## src/common/diag_pkg.sv

```systemverilog
// Constants, types and carriers for the LED chain diagnostic sequencer.
// Assumes a single 40 MHz clock and an AXI4-Lite register port.
package diag_pkg;

  // ****************************************
  // Sizes and timing
  // ****************************************
  localparam int NUM_CH = 16;
  localparam int CLK_MHZ = 40;
  localparam int STEP_NS = 20;
  localparam int STEP_CYC_RAW = (STEP_NS * CLK_MHZ + 999) / 1000;
  localparam int STEP_CYC = (STEP_CYC_RAW < 1) ? 1 : STEP_CYC_RAW;
  localparam int CNT_W = 5;

  // ****************************************
  // Mode pulse counts
  // ****************************************
  localparam logic [2:0] PULSES_OPEN = 3'h1;
  localparam logic [2:0] PULSES_SHORT = 3'h2;
  localparam logic [2:0] PULSES_LOWCUR = 3'h3;
  localparam logic [2:0] PULSES_MAX = 3'h7;

  // ****************************************
  // Register map and fields
  // ****************************************
  localparam int ADDR_W = 4;
  localparam logic [3:0] OFS_CTRL = 4'h0;
  localparam logic [3:0] OFS_STATUS = 4'h4;
  localparam logic [3:0] OFS_DISPLAY = 4'h8;
  localparam logic [3:0] OFS_REPORT = 4'hC;
  localparam int CTRL_EN_BIT = 0;
  localparam logic CTRL_EN_RESET = 1'b1;
  localparam logic [1:0] RESP_OKAY = 2'h0;
  localparam logic [1:0] RESP_SLVERR = 2'h2;
  localparam logic [15:0] ALL_ONES = 16'hFFFF;
  localparam logic [14:0] TEMP_FILL = 15'h7FFF;

  // ****************************************
  // Types
  // ****************************************
  typedef enum logic [1:0] {
    MODE_NORMAL = 2'h0,
    MODE_ARMED  = 2'h1,
    MODE_TEST   = 2'h3,
    MODE_DONE   = 2'h2
  } mode_e;

  typedef enum logic [1:0] {
    SEL_TEMP  = 2'h0,
    SEL_OPEN  = 2'h1,
    SEL_SHORT = 2'h2
  } sel_e;

  typedef struct packed {
    logic sclk;
    logic sin;
    logic latch;
    logic oe_n;
  } link_s;

  typedef struct packed {
    logic [NUM_CH-1:0] open_fault;
    logic [NUM_CH-1:0] short_fault;
    logic              over_temp;
  } sense_s;

endpackage

```

## src/design/channel_stagger.sv

```systemverilog
// Staggered turn-on of the sink channels; turn-off is immediate.
// Assumes req comes from logic on the same clock.
`timescale 1ns/10ps
`default_nettype none
module channel_stagger
  import diag_pkg::*;
(
  input  wire logic              clk,
  input  wire logic              rst_n,
  input  wire logic [NUM_CH-1:0] req,
  output logic      [NUM_CH-1:0] sink
);

  typedef struct packed {
    logic [NUM_CH-1:0][CNT_W-1:0] cnt;
    logic [NUM_CH-1:0]            sink;
  } stag_s;

  stag_s state_reg;
  stag_s state_next;

  // ****************************************
  // Per-channel delay counters
  // ****************************************
  always_comb begin
    state_next = state_reg;
    for (int i = 0; i < NUM_CH; i++) begin
      if (!req[i]) begin
        state_next.cnt[i] = '0;
      end else if (state_reg.cnt[i] != {CNT_W{1'b1}}) begin
        state_next.cnt[i] = state_reg.cnt[i] + 1'b1;
      end
      state_next.sink[i] = req[i] &&
        (32'(state_reg.cnt[i]) >= i * STEP_CYC);
    end
  end

  always_ff @(posedge clk) begin
    if (!rst_n) begin
      state_reg <= '0;
    end else begin
      state_reg <= state_next;
    end
  end

  assign sink = state_reg.sink;
endmodule
`default_nettype wire

```

## src/design/led_chain_diag.sv

```systemverilog
// Diagnostic sequencer of one cascaded LED sink driver.
// Assumes link pins and sense levels are asynchronous to clk.
//
// The implementer's own choices: the address map and the AXI4-Lite register port.
`timescale 1ns/10ps
`default_nettype none
// Contract
// - With no error mode chosen, the temperature flag goes into the chain.
// - One pulse selects open report, two select short report.
// - Channels off at test time read as 1 in detailed reports.
// - Low-current diagnosis drives all channels from an all-ones pattern.
// - Displayed pattern is saved before low-current diagnosis starts.
// - Three pulses during error-detection mode enter low-current diagnosis.
// - Rising output enable ends the LED test.
// - Pulses under a high strobe after the test select the report.
// - With strobe and output enable low, the saved pattern is shown again.
// - Next shift-in after a test shifts the selected report out.
// - Each rising serial clock presents shift register LSB on serial out.
// - Channel turn-on staggers 20 ns per channel, 300 ns for the last; the code steps one 25 ns clock per channel, 375 ns for the last.
// - Reduced current on next falling enable, normal on next rising.
// - Falling strobe copies the selected report into the shift register.
// - Bit 0 of the temperature word carries the temperature flag.
// - Temperature sampled on rising enable; 0 hot, 1 normal.
module led_chain_diag
  import diag_pkg::*;
(
  input  wire logic                clk,
  input  wire logic                rst_n,
  input  wire diag_pkg::link_s     link_in,
  input  wire diag_pkg::sense_s    sense_in,
  output logic                     serial_out,
  output logic [15:0]              sink_channel,
  output logic                     reduced_test_current,
  input  wire logic                awvalid,
  output logic                     awready,
  input  wire logic [3:0]          awaddr,
  input  wire logic [2:0]          awprot,
  input  wire logic                wvalid,
  output logic                     wready,
  input  wire logic [31:0]         wdata,
  input  wire logic [3:0]          wstrb,
  output logic                     bvalid,
  input  wire logic                bready,
  output logic [1:0]               bresp,
  input  wire logic                arvalid,
  output logic                     arready,
  input  wire logic [3:0]          araddr,
  input  wire logic [2:0]          arprot,
  output logic                     rvalid,
  input  wire logic                rready,
  output logic [31:0]              rdata,
  output logic [1:0]               rresp
);

  import diag_pkg::*;

  localparam int SYNC_W = $bits(link_s) + $bits(sense_s);

  typedef struct packed {
    logic              prev_sclk;
    logic              prev_latch;
    logic              prev_oe_n;
    logic [NUM_CH-1:0] shift_reg;
    logic [NUM_CH-1:0] data_reg;
    logic [NUM_CH-1:0] saved_reg;
    mode_e             mode;
    sel_e              sel;
    logic [2:0]        pulse_cnt;
    logic              temp_ok;
    logic [NUM_CH-1:0] open_rpt;
    logic [NUM_CH-1:0] short_rpt;
    logic              reduced;
    logic              sout;
    logic              enable;
    logic              bvalid;
    logic [1:0]        bresp;
    logic              rvalid;
    logic [31:0]       rdata;
    logic [1:0]        rresp;
  } state_s;

  state_s            state_reg;
  state_s            state_next;
  link_s             lnk;
  sense_s            sns;
  link_s             pin_lnk;
  link_s             sync_lnk;
  logic [NUM_CH-1:0] disp;
  logic [NUM_CH-1:0] sink_req;
  logic              sclk_rise;
  logic              latch_rise;
  logic              latch_fall;
  logic              oe_fall;
  logic              oe_rise;
  logic              wr_go;
  logic              rd_go;

  // ****************************************
  // Pin synchronisers
  // ****************************************
  // Enable travels inverted so a cleared synchroniser reads as idle
  assign pin_lnk = '{sclk: link_in.sclk, sin: link_in.sin,
                     latch: link_in.latch, oe_n: !link_in.oe_n};

  pin_sync #(
    .W (SYNC_W)
  ) u_sync (
    .clk      (clk),
    .rst_n    (rst_n),
    .async_in ({pin_lnk, sense_in}),
    .sync_out ({sync_lnk, sns})
  );

  assign lnk = '{sclk: sync_lnk.sclk, sin: sync_lnk.sin,
                 latch: sync_lnk.latch, oe_n: !sync_lnk.oe_n};

  assign sclk_rise = lnk.sclk && !state_reg.prev_sclk;
  assign latch_rise = lnk.latch && !state_reg.prev_latch;
  assign latch_fall = !lnk.latch && state_reg.prev_latch;
  assign oe_fall = !lnk.oe_n && state_reg.prev_oe_n;
  assign oe_rise = lnk.oe_n && !state_reg.prev_oe_n;

  // ****************************************
  // Display source and channel gating
  // ****************************************
  always_comb begin
    if (state_reg.mode == MODE_ARMED || state_reg.mode == MODE_TEST) begin
      disp = ALL_ONES;
    end else begin
      disp = state_reg.data_reg;
    end
    sink_req = disp & {NUM_CH{!lnk.oe_n && state_reg.enable}};
  end

  channel_stagger u_stagger (
    .clk   (clk),
    .rst_n (rst_n),
    .req   (sink_req),
    .sink  (sink_channel)
  );

  // ****************************************
  // Bus handshakes
  // ****************************************
  assign wr_go = awvalid && wvalid && !state_reg.bvalid;
  assign rd_go = arvalid && !state_reg.rvalid;
  assign awready = wr_go;
  assign wready = wr_go;
  assign arready = rd_go;

  // ****************************************
  // Sequencer and register file
  // ****************************************
  always_comb begin
    state_next = state_reg;
    state_next.prev_sclk = lnk.sclk;
    state_next.prev_latch = lnk.latch;
    state_next.prev_oe_n = lnk.oe_n;

    // Chain shift on every serial clock rise
    if (sclk_rise) begin
      state_next.sout = state_reg.shift_reg[0];
      state_next.shift_reg = {lnk.sin, state_reg.shift_reg[NUM_CH-1:1]};
      if (lnk.latch && state_reg.pulse_cnt != PULSES_MAX) begin
        state_next.pulse_cnt = state_reg.pulse_cnt + 3'h1;
      end
    end

    // Strobe rise latches new display data in normal mode only
    if (latch_rise) begin
      state_next.pulse_cnt = '0;
      if (state_reg.mode == MODE_NORMAL) begin
        state_next.data_reg = state_reg.shift_reg;
      end
    end

    // Strobe fall decodes the mode pulses
    if (latch_fall) begin
      state_next.pulse_cnt = '0;
      unique case (state_reg.pulse_cnt)
        PULSES_OPEN: begin
          state_next.sel = SEL_OPEN;
          state_next.shift_reg = state_reg.open_rpt;
        end
        PULSES_SHORT: begin
          state_next.sel = SEL_SHORT;
          state_next.shift_reg = state_reg.short_rpt;
        end
        default: begin
          state_next.sel = SEL_TEMP;
          state_next.shift_reg = {TEMP_FILL, state_reg.temp_ok};
        end
      endcase
      if (state_reg.mode == MODE_DONE) begin
        state_next.mode = MODE_NORMAL;
        state_next.data_reg = state_reg.saved_reg;
      end else if (state_reg.mode == MODE_NORMAL &&
                   state_reg.pulse_cnt == PULSES_LOWCUR) begin
        state_next.mode = MODE_ARMED;
        state_next.saved_reg = state_reg.data_reg;
      end
    end

    // Output enable fall starts the reduced-current test
    if (oe_fall && state_reg.mode == MODE_ARMED) begin
      state_next.mode = MODE_TEST;
      state_next.reduced = 1'b1;
    end

    // Output enable rise samples status and ends a test
    if (oe_rise) begin
      state_next.temp_ok = !sns.over_temp;
      state_next.open_rpt = ~(sns.open_fault & disp);
      state_next.short_rpt = ~(sns.short_fault & disp);
      if (state_reg.mode == MODE_TEST) begin
        state_next.mode = MODE_DONE;
        state_next.reduced = 1'b0;
      end
    end

    // Write channel
    if (state_reg.bvalid && bready) begin
      state_next.bvalid = 1'b0;
    end
    if (wr_go) begin
      state_next.bvalid = 1'b1;
      state_next.bresp = RESP_OKAY;
      if (awaddr == OFS_CTRL) begin
        if (wstrb[0]) begin
          state_next.enable = wdata[CTRL_EN_BIT];
        end
      end else if (awaddr != OFS_STATUS && awaddr != OFS_DISPLAY &&
                   awaddr != OFS_REPORT) begin
        state_next.bresp = RESP_SLVERR;
      end
    end

    // Read channel
    if (state_reg.rvalid && rready) begin
      state_next.rvalid = 1'b0;
    end
    if (rd_go) begin
      state_next.rvalid = 1'b1;
      state_next.rresp = RESP_OKAY;
      state_next.rdata = '0;
      unique case (araddr)
        OFS_CTRL: begin
          state_next.rdata[CTRL_EN_BIT] = state_reg.enable;
        end
        OFS_STATUS: begin
          state_next.rdata = 32'({state_reg.mode, state_reg.sel,
                                  state_reg.reduced, state_reg.temp_ok});
        end
        OFS_DISPLAY: begin
          state_next.rdata = 32'(state_reg.data_reg);
        end
        OFS_REPORT: begin
          state_next.rdata = {state_reg.short_rpt, state_reg.open_rpt};
        end
        default: begin
          state_next.rresp = RESP_SLVERR;
        end
      endcase
    end
  end

  always_ff @(posedge clk) begin
    if (!rst_n) begin
      state_reg <= '0;
      state_reg.prev_oe_n <= 1'b1;
      state_reg.shift_reg <= ALL_ONES;
      state_reg.open_rpt <= ALL_ONES;
      state_reg.short_rpt <= ALL_ONES;
      state_reg.temp_ok <= 1'b1;
      state_reg.mode <= MODE_NORMAL;
      state_reg.sel <= SEL_TEMP;
      state_reg.enable <= CTRL_EN_RESET;
    end else begin
      state_reg <= state_next;
    end
  end

  // ****************************************
  // Outputs
  // ****************************************
  assign serial_out = state_reg.sout;
  assign reduced_test_current = state_reg.reduced;
  assign bvalid = state_reg.bvalid;
  assign bresp = state_reg.bresp;
  assign rvalid = state_reg.rvalid;
  assign rdata = state_reg.rdata;
  assign rresp = state_reg.rresp;
endmodule
`default_nettype wire

```

## src/design/pin_sync.sv

```systemverilog
// Two-stage synchroniser for a bundle of asynchronous levels.
// Assumes every bit is a slow level relative to clk.
`timescale 1ns/10ps
`default_nettype none
module pin_sync #(
  parameter int W = 1
) (
  input  wire logic         clk,
  input  wire logic         rst_n,
  input  wire logic [W-1:0] async_in,
  output logic      [W-1:0] sync_out
);

  typedef struct packed {
    logic [W-1:0] meta;
    logic [W-1:0] sync;
  } sync_s;

  sync_s state_reg;
  sync_s state_next;

  always_comb begin
    state_next.meta = async_in;
    state_next.sync = state_reg.meta;
  end

  always_ff @(posedge clk) begin
    if (!rst_n) begin
      state_reg <= '0;
    end else begin
      state_reg <= state_next;
    end
  end

  assign sync_out = state_reg.sync;

endmodule
`default_nettype wire

```

## config.mk

```make
export PLATFORM = sky130hd
export DESIGN_NAME = led_chain_diag
export DESIGN_NICKNAME = d
export VERILOG_FILES = /design/src/common/diag_pkg.sv /design/src/design/channel_stagger.sv /design/src/design/led_chain_diag.sv /design/src/design/pin_sync.sv
export SDC_FILE = /design/constraint.sdc
export NUM_CORES = 1
export LEC_CHECK = 0
export BUFFER_PORTS_ARGS = -buffer_cell sky130_fd_sc_hd__buf_2
export CAP_MARGIN = 5
export CELL_PAD_IN_SITES_DETAIL_PLACEMENT = 0
export CELL_PAD_IN_SITES_GLOBAL_PLACEMENT = 1
export CORE_ASPECT_RATIO = 0.7
export CORE_MARGIN = 2
export CORE_UTILIZATION = 40
export CTS_CLUSTER_DIAMETER = 80
export DETAILED_ROUTE_END_ITERATION = 10
export PLACE_DENSITY = 0.84
export SLEW_MARGIN = 10
export SYNTH_ARGS = -nofsm -noshare
export SYNTH_HDL_FRONTEND = slang
export SYNTH_SLANG_ARGS = --single-unit
```

## constraint.sdc

```tcl
create_clock -name clk -period 1.67 [get_ports clk]
set_input_delay 0.167 -clock clk [delete_from_list [all_inputs] [get_ports clk]]
set_output_delay 0.167 -clock clk [all_outputs]
set_load 0.02 [all_outputs]
```

* Word-level counts from Yosys, hierarchy flattened
Index checks and enable logic that the tools add are counted.
** Storage, ports and cells
- Register bits after elaboration :: 297
- Logic and storage cells :: 200
** Operators by class
- Add/subtract/negate cells :: 16
- Equal/unequal tests :: 28
- $lt $le $gt $ge :: 15
- Muxes and demuxes :: 29
- Bitwise gates (word level) :: 7
- Reduce and logical (&&, ||, !) cells :: 67
** Operators by type and width (number)
- $mux 16 :: 6
- $pmux 31 s3 :: 1
- $add 5x1->5 const B :: 15
- $ne 5x5->1 const B :: 15
- $mux 55 :: 1
- $and 16x16->16 :: 3
- $ge 5x4->1 const B :: 8
- $mux 35 :: 1
- $not 16->16 :: 2
- $pmux 16 s2 :: 1
- $reduce_and 2->1 :: 16
- $logic_and 1x1->1 :: 31
- $ge 5x3->1 const B :: 4
- $mux 18 :: 1
- $mux 2 :: 7
- $mux 3 :: 4
- $ge 5x2->1 const B :: 2
- $logic_not 1->1 :: 9
- $eq 4x4->1 const B :: 2
- $logic_not 4->1 :: 2
- $ne 4x4->1 const B :: 2
- $eq 3x2->1 const B :: 2
- $reduce_and 3->1 :: 2
- $reduce_bool 2->1 :: 3
- 16 further kinds :: 22

* Longest topological paths before layout
- Depth in word-level cells :: 9
- Gate-level depth with buffers :: 8

* By module
Synthesis repeated with hierarchy kept, for this count alone.
** Second synthesis, totals
- Cell total of the unflattened synthesis :: 1277
- Area total of the unflattened synthesis :: 12368.1 sq um
** Modules (own cells, without submodules)
- led_chain_diag :: cells an instance 693, area an instance 6246.0 sq um, instances 1
- channel_stagger :: cells an instance 428, area an instance 4093.9 sq um, instances 1
- pin_sync :: cells an instance 156, area an instance 2028.2 sq um, instances 1

* Least setup slack after synthesis
OpenSTA, ideal clock, no wires.
- Path kind :: flip-flop to flip-flop
- Start :: register state_reg[74] (netlist bit)
- End :: register state_reg[119] (netlist bit)
- Clock period less this slack :: 1.605 ns
- Data required time :: 1.548 ns
- Setup time :: 0.122 ns
- Data arrival time :: 1.483 ns
- Setup slack :: 0.065 ns
- Cell stages (with the launch flop) :: 8
- Cells stage by stage :: dfxtp_1 inv_1 ha_1 buf_2 clkbuf_1 a22oi_1 nand3_1 a221o_1
** On the way
- Word-level cells in the longest chain between the ends :: 3
** RTL lines
- start: declaration :: line led_chain_diag.sv:82 : state_s state_reg;
- start signal: assignment :: line led_chain_diag.sv:279 : state_reg <= state_next;
- $eq 3x2->1 / $eq 3x1->1 (equally long branches) :: line led_chain_diag.sv:180 : unique case (state_reg.pulse_cnt)
- $pmux 16 s2 (*) :: line led_chain_diag.sv:180
- $mux 55 (*) :: line led_chain_diag.sv:178 : if (latch_fall) begin
Every way passes the cells marked *; elsewhere a longest branch is shown, timed or not.
A chain may end at the register's enable or synchronous reset.

* Worst setup path in the final report
- Start :: register u_stagger.state_reg[51] (netlist bit)
- End :: register u_stagger.state_reg[54] (netlist bit)
** On the way
- Word-level cells in the longest chain between the ends :: 1
** RTL lines
- start: declaration :: line channel_stagger.sv:19 : stag_s state_reg;
- start signal: assignment :: line channel_stagger.sv:42 : state_reg <= state_next;
- $add 5x1->5 / $ne 5x5->1 (equally long branches) :: line channel_stagger.sv:31, channel_stagger.sv:30
Several ways; a longest one is shown, not always the timed one.

==> impl.org <==
** Logic synthesis
- Synth Flop Type :: sky130_fd_sc_hd__dfxtp_1
- Top area cells in the synthesized netlist :: sky130_fd_sc_hd__dfxtp_1, sky130_fd_sc_hd__ha_1, sky130_fd_sc_hd__nor2_1
- Syn Inst Count :: 1264
- Synthesized area divided by synthesized cell count :: 9.539 um^2
- Post-synthesis register bit count :: 295
- Of the synthesized area, sequential elements account for 48.98%.
- After synthesis, the netlist uses 58 different library cells.
- Area leader, netlist :: sky130_fd_sc_hd__dfxtp_1
- Synthesis Warnings :: 0
- Count of flip-flops with a built-in enable after synthesis :: 0
- In this run the cell area of the synthesized design comes to 12060 um^2.
- Counting flops with an async set or reset pin after synthesis yields a share of 0%.
- Of the post-synthesis cell area, the dominant cell type holds 48.98%.

** Hold path
- Tightest Hold Check Type :: input pin to flop

** Critical path
- Required time at the worst-slack endpoint :: 2.11 ns
- The worst register-to-register path begins at u_stagger.state_reg[51].
- STA puts the critical path data arrival time at 2.06 ns.
- Critical Path Sink Type :: flop
- Grouping stages by cell kind, the critical path spends the most delay in adder cells.
- The number of cells on the worst reg-to-reg path is 6.
- Critical path, cell by cell :: ha_1 > and3_1 > ha_1 > nand4b_1 > xor2_1 > nor2_1
- Critical path startpoint category :: flop
- Most common cell type on the critical path :: sky130_fd_sc_hd__ha_1
- By startpoint and endpoint, the worst setup path is classified as flop to flop.
- Counting both buffers and inverters, the worst setup path holds a total of 0.
- Top fanout value on the critical path :: 5
- In this design, the stage delay of the slowest critical-path cell is 0.35 ns.
- CP max-delay cell :: sky130_fd_sc_hd__dfxtp_1
- Flop-to-flop setup slack :: 0.05 ns
- CP endpoint :: u_stagger.state_reg[54]
- In this run the critical register-to-register path is captured at u_stagger.state_reg[54].
- Instance count on the critical path :: 6
- In this run the worst setup path begins at u_stagger.state_reg[51].

** Routing
- Post-DR wirelength/cell :: 15.68 um
- Antenna violation net count after detailed routing :: 0
- Number of optimization iterations in the first detailed-route pass :: 5
- In the routed layout, each cell is associated on average with a via count of 5.053.
- The first routing iteration left 538 violations.
- Via total after detailed routing :: 8888
- Number of remaining DRC errors :: 0
- Final Routed Wirelength :: 27570 um

** Clock network
- The tree is rooted in a sky130_fd_sc_hd__clkbuf_16.
- In this run the deepest clock path goes through 3 buffers.
- The number of setup buffers added after CTS is 0.
- Num Clock Sinks :: 295
- After clock tree synthesis, the clock-pin slew on the worst setup and hold paths is 0.06 ns.
- Max H-tree Level :: 1
- TritonCTS built the clock tree.
- In this run, CTS created clock tree buffers numbering 29.
- Clock insertion delay at the later pin of the skew report :: 0.56 ns

** STA
- Based on the critical path, the design can be clocked at up to 0.6187 GHz.
- Max-slew violation count :: 0
- WHS :: 0.03803 ns
- Across the routed clock network, the largest skew measured is 0.01707 ns.
- Slew at the pin with the worst max-slew slack :: 0.7933 ns
- Setup repair after global routing left no endpoint under its margin.
- Setup violations remaining at the end of the flow were counted as 0.
- Post-layout minimum cycle time :: 1.616 ns
- The count of final hold-check violations came to 0.
- The final critical path takes up 96.79% of the cycle.
- Setup slack closes at 0.05360 ns.
- Slew Limit Headroom :: 47.06%

** Global route
- The number of global-route vias before repair came to 8204.
- Initial antenna violation count :: 0
- Aggregate global-route resource usage :: 17.08%
- Entering global routing, the biggest net connects 82 pins.
- After global routing the overflow that remains totals 0.
- The first global-routing pass estimated 43500 um of wire.

** Placement
- Input and output buffers added on the ports amount to 110.
- In this run the cell area measured after placement is 12690 um^2.
- Worst setup slack before clock tree synthesis :: -0.05477 ns
- The wire-length estimate of the detail-placed layout is 18440 um.
- RePlAce Congestion :: 0.8250

** Die
- Die height :: 149.3 um
- Die Span X :: 211.5 um
- Die area :: 31570 um^2
- 153 I/O pins were placed.
- Initial Utilization :: 40.41%
- The floorplan has 53 rows.
- The floorplan step defined a core boundary enclosing 29840 um^2.

** Cells and area
- Leaving out fill and tap cells, the most frequent cells in the layout are sky130_fd_sc_hd__dfxtp_1, sky130_fd_sc_hd__nor2_1, sky130_fd_sc_hd__buf_2.
- Flip-flop count of the largest register after layout :: 92
- Share of final-layout standard cells stronger than drive strength 1 :: 17.10%
- Post-layout nets :: 1492
- Summing all multi-input logic gate instances after layout gives 5360 um^2.
- Sequential cell area :: 5907 um^2
- Fill cells in the final layout number 2817.
- With fillers left out, the area of the finished cells amounts to 14190 um^2.
- Growth of design area from synthesis to finish :: 17.72%
- The repair_antennas step left the layout with diodes totalling 0.
- Leaving out fill and tap cells, the most frequent cell in the layout is sky130_fd_sc_hd__dfxtp_1.

** Run
- Max Cap Viol :: 0

** Outcome
- Result of the run :: finished clean

** Power and ir drop
- Dividing total power by cell area gives a power density of 1067 nW/um^2.
- Leak :: 6.003 nW
- VDD sags by at most 0.6835 mV.
- Summing internal, switching and leakage power gives 0.01515 W.
[metal layers]
metal / vias to the layer above / global-route usage [%] / part of all wire [%]
li1: 4460 / - / -
met1: 4181 / 24.65 / 49
met2: 201 / 26.38 / 44
met3: 46 / 2.568 / 4.9
met4: 0 / 5.035 / 2.6
met5: - / 0 / 0
[synthesized netlist by cell type, drive strengths merged (37+ instances only)]
cell type  count
o21ai         72
nor2         157
buf           82
clkbuf        44
dfxtp        295
nand2         37
and2          76
nand3         40
mux2i         40
a21oi         73
ha            47
and3          48
[timing repair]
action                                  in CTS  in global routing
hold buffers                                44                  0
resized for setup                            2                  5
pin swaps                                    0                  0
endpoints found under the setup margin      18                 16
endpoints found under the hold margin       42                  0
[report_power, final]
group	switching (W)	total [W]	internal [W]
Combinational	0.000406	0.000775	0.000368
Clock	0.00282	0.00708	0.00425
Sequential	0.000102	0.00730	0.00719
[layout make-up]
type / instances / area share [%]
clock buffer: 34 / 5.456
sequential: 295 / 41.61
tap: 385 / 3.394
timing repair buffer: 181 / 9.308
multi-input combinational: 822 / 37.76
inverter: 22 / 0.5818
clock inverter: 20 / 1.886
[worst min path at each step]
stage | depth (start not counted) | slack [ns] | to | start
floorplan | 1 | 0.24 | u_sync.state_next[33] | link_in[0]
global placement | 2 | 0.33 | u_sync.state_next[33] | link_in[0]
detailed placement | 2 | 0.33 | u_sync.state_next[33] | link_in[0]
CTS | 4 | 0.05 | rresp[1] | araddr[0]
global route | 4 | 0.04 | rdata[4] | arvalid
finish | 4 | 0.04 | rdata[1] | arvalid
[metrics by stage]
stage                     TNS, ns  std cells  util (%)
after global routing            0       1759     47.57
after CTS                       0       1759     47.51
final                           0       1759     47.57
after global placement    -0.5097       1661     42.52
after detailed placement  -0.5593       1661     42.52
after floorplan                 0       1265         -
[cell families (layout without fill, tap and decap cells)]
logic type	after synthesis	count (layout)	synth area share (%)
AOI/OAI and AO/OA	225	225	11.48
xor gates and xnor gates	46	46	3.341
adders and majority gates	47	47	4.877
buffers and inverters	148	257	6.952
DFF	295	295	48.98
muxes	56	56	4.908
other	1	2	0.03110
and+or+nand+nor	446	446	19.44
[tightest hold or removal path, cell delays in order]
cell and delay [ns]:
sky130_fd_sc_hd__buf_2 0.12, sky130_fd_sc_hd__nand2b_4 0.12, sky130_fd_sc_hd__nand3_1 0.08, sky130_fd_sc_hd__o21ai_0 0.06
(Power assumes the default switching activity.)
